<file path="src/hw/lds_pkg.sv">
// Package with types and timing constants for the latched dual bank memory controller.
package lds_pkg;

    // ****************************************
    // Geometry
    // ****************************************
    localparam int ADDR_W = 13;
    localparam int DATA_W = 16;
    localparam int BANK_ADDR_W = 12;

    // ****************************************
    // Timing in nanoseconds, clock period in picoseconds, and derived cycle counts
    // ****************************************
    localparam int CLK_PERIOD_PS = 25000;
    localparam int T_LATCH_PULSE_NS = 8;
    localparam int T_ADDR_HOLD_NS = 5;
    localparam int T_ACCESS_NS = 20;
    localparam int T_WRITE_PULSE_NS = 15;
    localparam int T_OUT_OFF_NS = 10;
    localparam int SYNC_STAGES = 3;

    // Least times round up to whole cycles, never below one.
    function automatic int min_cycles(input int t_ns);
        int c;
        c = (t_ns * 1000 + CLK_PERIOD_PS - 1) / CLK_PERIOD_PS;
        return (c < 1) ? 1 : c;
    endfunction

    localparam int LATCH_CYC = min_cycles(T_LATCH_PULSE_NS);
    localparam int HOLD_CYC = min_cycles(T_ADDR_HOLD_NS);
    localparam int READ_CYC = min_cycles(T_ACCESS_NS) + SYNC_STAGES;
    localparam int WRITE_CYC = min_cycles(T_WRITE_PULSE_NS);
    localparam int OFF_CYC = min_cycles(T_OUT_OFF_NS);

    // ****************************************
    // Types
    // ****************************************
    typedef enum logic [2:0] {
        ST_IDLE = 3'b000,
        ST_LATCH = 3'b001,
        ST_HOLD = 3'b010,
        ST_READ = 3'b011,
        ST_WRITE = 3'b100,
        ST_RECOVER = 3'b101
    } lds_state_t;

    typedef struct packed {
        logic write;
        logic [1:0] bank_mask;
        logic [ADDR_W-1:0] addr;
        logic [1:0] byte_en;
        logic [DATA_W-1:0] wdata;
    } lds_req_t;

    typedef struct packed {
        logic [ADDR_W-1:0] address;
        logic latch_strobe;
        logic chip_enable_n;
        logic low_sel_n;
        logic high_sel_n;
        logic oe_a_n;
        logic oe_b_n;
        logic we_a_n;
        logic we_b_n;
        logic data_oe;
    } lds_pins_t;

    localparam lds_pins_t PINS_RESET = '{address: '0, latch_strobe: 1'b0,
        chip_enable_n: 1'b1, low_sel_n: 1'b1, high_sel_n: 1'b1, oe_a_n: 1'b1,
        oe_b_n: 1'b1, we_a_n: 1'b1, we_b_n: 1'b1, data_oe: 1'b0};
    localparam logic [3:0] CNT_ZERO = 4'h0;

endpackage

</file>
<file path="src/hw/lds_host.sv">
// Controller that drives the latched dual bank cache memory through its pins.
`timescale 1ns/100ps

module lds_host
    import lds_pkg::*;
#(
    parameter int ADDR_BITS = ADDR_W,
    parameter int DATA_BITS = DATA_W
) (
    // Clock and reset.
    input wire logic clk,
    input wire logic rst,
    // Configuration strap level, high selects the two-bank arrangement.
    input wire logic cfg_dual_mode,
    // Request port.
    input wire logic req_valid,
    output logic req_ready,
    input wire lds_req_t req,
    // Read answer.
    output logic rsp_valid,
    output logic [DATA_W-1:0] rsp_data,
    // Memory pins.
    output logic [ADDR_W-1:0] latched_address,
    output logic address_latch_strobe,
    output logic chip_enable_n,
    output logic low_byte_select_n,
    output logic high_byte_select_n,
    output logic bank_a_output_enable_n,
    output logic bank_b_output_enable_n,
    output logic bank_a_write_enable_n,
    output logic bank_b_write_enable_n,
    // Two-way data pins.
    input wire logic [DATA_W-1:0] data_io_i,
    output logic [DATA_W-1:0] data_io_o,
    output logic data_io_oe
);

    // ****************************************
    // Elaboration checks
    // ****************************************
    if (ADDR_BITS != ADDR_W || DATA_BITS != DATA_W) begin : g_bad_width
        $error("Only a 13-bit address and a 16-bit data path are supported.");
    end

    // ****************************************
    // State
    // ****************************************
    lds_state_t state_q, state_d;
    lds_req_t req_q, req_d;
    lds_pins_t pins_q, pins_d;
    logic [3:0] cnt_q, cnt_d;
    logic [DATA_W-1:0] sync1_q, sync2_q, sync3_q;
    logic [DATA_W-1:0] rdata_q, rdata_d;
    logic rvalid_q, rvalid_d;

    // Handshake and stage completion terms.
    wire accept = req_valid && (state_q == ST_IDLE);
    wire sync_agree = (sync2_q == sync3_q);
    wire latch_done = (cnt_q == 4'(LATCH_CYC - 1));
    wire hold_done = (cnt_q == 4'(HOLD_CYC - 1));
    wire read_done = (cnt_q >= 4'(READ_CYC - 1)) && sync_agree;
    wire write_done = (cnt_q == 4'(WRITE_CYC - 1));
    wire recover_done = (cnt_q == 4'(OFF_CYC - 1));

    // Next state of the access sequence.
    always_comb begin
        state_d = state_q;
        case (state_q)
            ST_IDLE: if (accept) state_d = ST_LATCH;
            ST_LATCH: if (latch_done) state_d = ST_HOLD;
            ST_HOLD: if (hold_done) state_d = req_q.write ? ST_WRITE : ST_READ;
            ST_READ: if (read_done) state_d = ST_RECOVER;
            ST_WRITE: if (write_done) state_d = ST_RECOVER;
            ST_RECOVER: if (recover_done) state_d = ST_IDLE;
            default: state_d = ST_IDLE;
        endcase
    end

    // Cycle counter restarts on every change of state.
    assign cnt_d = (state_d != state_q) ? CNT_ZERO : cnt_q + 4'h1;
    assign req_d = accept ? req : req_q;
    assign req_ready = (state_q == ST_IDLE);

    // ****************************************
    // Pin decode from the next state
    // ****************************************
    wire in_read = (state_d == ST_READ);
    wire in_write = (state_d == ST_WRITE);
    wire in_access = in_read || in_write;
    wire dual = cfg_dual_mode;
    // Dual mode picks one bank for reads, bank A when both are asked for.
    wire read_a = dual ? (req_d.bank_mask[0] || !req_d.bank_mask[1]) : 1'b1;
    // Single-array mode drives both enables of each pair as one, so both go low together.
    wire read_b = dual ? !read_a : 1'b1;
    wire write_a = dual ? req_d.bank_mask[0] : 1'b1;
    wire write_b = dual ? req_d.bank_mask[1] : 1'b1;
    // Top bit is driven low in dual mode and carried in direct mode.
    wire [ADDR_W-1:0] pin_addr = dual ? {1'b0, req_d.addr[BANK_ADDR_W-1:0]}
                                      : req_d.addr;
    // Byte selects, with at least the low byte when none was asked for.
    wire low_sel = req_d.byte_en[0] || !req_d.byte_en[1];

    // Next pin levels, registered so the pins change cleanly.
    always_comb begin
        pins_d = PINS_RESET;
        pins_d.address = (state_d == ST_IDLE) ? pins_q.address : pin_addr;
        pins_d.latch_strobe = (state_d == ST_LATCH);
        pins_d.chip_enable_n = !in_access;
        pins_d.low_sel_n = !(in_access && low_sel);
        pins_d.high_sel_n = !(in_access && req_d.byte_en[1]);
        pins_d.oe_a_n = !(in_read && read_a);
        pins_d.oe_b_n = !(in_read && read_b);
        pins_d.we_a_n = !(in_write && write_a);
        pins_d.we_b_n = !(in_write && write_b);
        // Data stays driven one cycle past the write for hold time.
        pins_d.data_oe = in_write || (state_d == ST_RECOVER && req_d.write);
    end

    // Read answer taken once the synchronised data has settled.
    assign rvalid_d = (state_q == ST_READ) && read_done;
    assign rdata_d = rvalid_d ? sync3_q : rdata_q;

    // State, request and pin registers.
    always_ff @(posedge clk) begin
        if (rst) begin
            state_q <= ST_IDLE;
            cnt_q <= CNT_ZERO;
            req_q <= '0;
            pins_q <= PINS_RESET;
            rvalid_q <= 1'b0;
            rdata_q <= '0;
        end else begin
            state_q <= state_d;
            cnt_q <= cnt_d;
            req_q <= req_d;
            pins_q <= pins_d;
            rvalid_q <= rvalid_d;
            rdata_q <= rdata_d;
        end
    end

    // Three-stage synchroniser on the returning data pins.
    always_ff @(posedge clk) begin
        if (rst) begin
            sync1_q <= '0;
            sync2_q <= '0;
            sync3_q <= '0;
        end else begin
            sync1_q <= data_io_i;
            sync2_q <= sync1_q;
            sync3_q <= sync2_q;
        end
    end

    // ****************************************
    // Outputs
    // ****************************************
    assign latched_address = pins_q.address;
    assign address_latch_strobe = pins_q.latch_strobe;
    assign chip_enable_n = pins_q.chip_enable_n;
    assign low_byte_select_n = pins_q.low_sel_n;
    assign high_byte_select_n = pins_q.high_sel_n;
    assign bank_a_output_enable_n = pins_q.oe_a_n;
    assign bank_b_output_enable_n = pins_q.oe_b_n;
    assign bank_a_write_enable_n = pins_q.we_a_n;
    assign bank_b_write_enable_n = pins_q.we_b_n;
    assign data_io_o = req_q.wdata;
    assign data_io_oe = pins_q.data_oe;
    assign rsp_valid = rvalid_q;
    assign rsp_data = rdata_q;

    wire any_oe = !pins_q.oe_a_n || !pins_q.oe_b_n;
    wire any_we = !pins_q.we_a_n || !pins_q.we_b_n;
endmodule

</file>
<file path="config.mk">
export PLATFORM = sky130hd
export DESIGN_NAME = lds_host
export DESIGN_NICKNAME = d
export VERILOG_FILES = /design/src/hw/lds_pkg.sv /design/src/hw/lds_host.sv
export SDC_FILE = /design/constraint.sdc
export NUM_CORES = 1
export LEC_CHECK = 0
export BUFFER_PORTS_ARGS = -buffer_cell sky130_fd_sc_hd__buf_2
export CAP_MARGIN = 15
export CORE_UTILIZATION = 47
export DETAILED_ROUTE_END_ITERATION = 16
export GPL_TIMING_DRIVEN = 0
export PLACE_DENSITY = 0.77
export SLEW_MARGIN = 20
export SYNTH_ARGS = -nofsm -noshare
export SYNTH_HDL_FRONTEND = slang
export SYNTH_SLANG_ARGS = --single-unit
</file>
<file path="constraint.sdc">
create_clock -name clk -period 2.15 [get_ports clk]
set_input_delay 0 -clock clk [delete_from_list [all_inputs] [get_ports clk]]
set_output_delay 0 -clock clk [all_outputs]
set_load 0.01 [all_outputs]
</file>
==> metrics.cfg <==
[cts]
clk_pin_slew_ns = 0.06
cts_tree = yes
clock_latency_ns = 0.51
clock-root-buffer = clkbuf_8
htreeDepth = 4
max-clock-path-buffers = 2
cts.sinks = 128
numCtsBuffers = 17

[synth]
syn_area_um2 = 4500
synth_edf_count = 0
yosysSeqAreaShare_pct = 56.9
synth.top_cell.area_share_pct = 56.9
yosys_warnings = 0
syn_inst = 456
ys_ff_latch = 128
syn_area_per_cell_um2 = 9.88
ys_async_sr_fraction_pct = 0
synth_commonest_cells = dfxtp_1 (128), nand2_1 (66), nor2b_1 (52), a21oi_1 (36), nor2_1 (27)
synth_area_leaders = dfxtp_1 (57%), nor2b_1 (7.2%), nand2_1 (5.5%)
ys_types = 35
synth_ff_type = dfxtp_1
synth_fp_nets = 512
yosysTopAreaCell = dfxtp_1
yosysMostFrequentCell = dfxtp_1

[pwr]
power.density_nw_per_um2 = 1180
p_leak_nw = 3.02
vdd_drop_max_v = 0.000616

[status]
status = completed

[floorplan]
fp.dieH_um = 99.9
die_x_um = 99.9
io_pins = 110
core_area_um2 = 9240
start_util_pct = 48.7
rows = 35
dieArea_um2 = 9980

[global_routing]
globalRouteOverflowTotal = 0
grt_pass1_vias = 3688
grt_pass1_wl_mm = 17.0
antenna_found_initial = 0
grt_use_total_pct = 22.4
grt_max_degree = 17

[timing]
final.setup.tns_ns = 0
min_period_ns = 2.02
relSlewSlack_pct = 61.7
worst_pin_slew_ns = 0.574
holdWs_ns = 0.147
finClkSkew_ns = 0.00707
final-hold-violation-count = 0
period_share_pct = 94.2
setup-violations-final = 0
final_max_slew_viol_count = 0
max_freq_mhz = 494

[route]
drc = 0
drt_iter0_markers = 117
ant_nets = 0
wirelength_mm = 10.7
dr.pass1.iters = 7
wl_per_cell_um = 13.6
via_count = 3726
vias_per_cell = 4.75

[layout]
syn2layout_area_growth_pct = 43.2
antennaDiodeCount = 0
finish.net_count = 698
layout-drive-gt1-share_pct = 27.5

[setup_path]
start_kind = register
cp-end-kind = register
worst_ep_required_time_ns = 2.60
path_class = reg -> reg
critPathArrivalTime_ns = 2.48
cp_max_fo = 10
reg2reg_depth = 7

[placement]
numPortBuffers = 108
hpwl_mm = 6.60
gp_congestion = 0.796

[flow_run]
drv_cap = 0

[hold_path]
min_path_cells = 3
worstHoldPathType = in -> reg

-- repair_timing --
item / 4_1_cts / 5_1_grt
hold endpoints to repair: 70 / 0
hold buffers: 56 / 0
endpoints found under the setup margin: 10 / 43
pin swaps: 0 / 2
buffers inserted: 0 / 4
gates resized for setup: 3 / 11
-- layout make-up --
type	instances	area, µm²
clock inverter	14	176
inverter	5	18.8
sequential	128	2560
buffer	41	235
multi-input combinational	281	1730
tap	129	161
fill	647	2790
timing repair buffer	168	1130
clock buffer	18	428
-- sequential cells by signal, indices dropped and copies added, names as in the netlist, 3 cells and up --
name,count
cnt_q,4
data_io_o,16
latched_address,13
req_q,18
rsp_data,16
state_q,3
sync1_q,16
sync2_q,16
sync3_q,16
-- metal layers --
| layer | up-vias | routed length (µm) | GRT usage [%] |
|---|---|---|---|
| li1 | 1861 | - | - |
| met1 | 1705 | 4490 | 24.3 |
| met2 | 138 | 5360 | 40.2 |
| met3 | 22 | 647 | 6.89 |
| met4 | 0 | 195 | 9.39 |
| met5 | - | 0 | 0 |
-- cell usage in the layout (no fill, tap or decap), drive strengths merged, types with 6 or more instances in the layout --
cell type,count
inv,10
nor2b,52
clkbuf,37
nand2,66
mux2i,21
a21oi,36
nor3,10
buf,134
dfxtp,128
xor2,16
nor2,27
o22a,12
dlygate4sd3,56
nor3b,6
-- per-stage QoR --
step	total power [mW]	std cells	worst slack, ns	cell area, µm²	utilization [%]
after floorplan	3.98	456	0.169	4500	-
after global placement	4.45	693	-0.127	5200	56.3
after detailed placement	4.50	693	-0.198	5200	56.3
after CTS	7.52	781	0.00183	6380	69.0
after global routing	7.94	784	-0.0432	6450	69.8
final	7.59	784	0.125	6450	69.8
-- worst max-delay path, cell delays in order (launching register included) --
cell	delay, ns
dfxtp_1	0.29
buf_2	0.17
nor3_2	0.28
and2_1	0.17
buf_4	0.19
nand2_1	0.09
a21oi_1	0.20
dlygate4sd3_1	0.58
-- where the power goes --
group | internal, mW | total [mW] | switching [mW] | leakage (nW)
logic | 0.799 | 1.81 | 1.02 | 1.68
clock network | 1.81 | 2.90 | 1.09 | 0.293
registers | 2.71 | 2.87 | 0.160 | 1.05
-- final timing paths --
check	startpoint	end	slack [ns]
min	rst	bank_b_output_enable_n	0.15
max	state_q[1]	req_q[18]	0.13
max reg2reg	state_q[1]	req_q[18]	0.13
min reg2reg	sync1_q[11]	sync2_q[11]	0.44
-- kinds of logic (layout without fill, tap and decap cells) --
family	count (synthesis)	count (layout)	share of synthesized area, %
buffers and inverters	47	246	5.81
AO/OA/AOI/OAI	64	64	9.03
AND/OR/NAND/NOR	174	174	19.1
adder cells (fa/ha/maj)	2	2	0.556
multiplexers	21	21	4.67
XOR/XNOR	20	20	3.89
flip-flops	128	128	56.9
No activity file was read; power rests on OpenSTA's default activity.
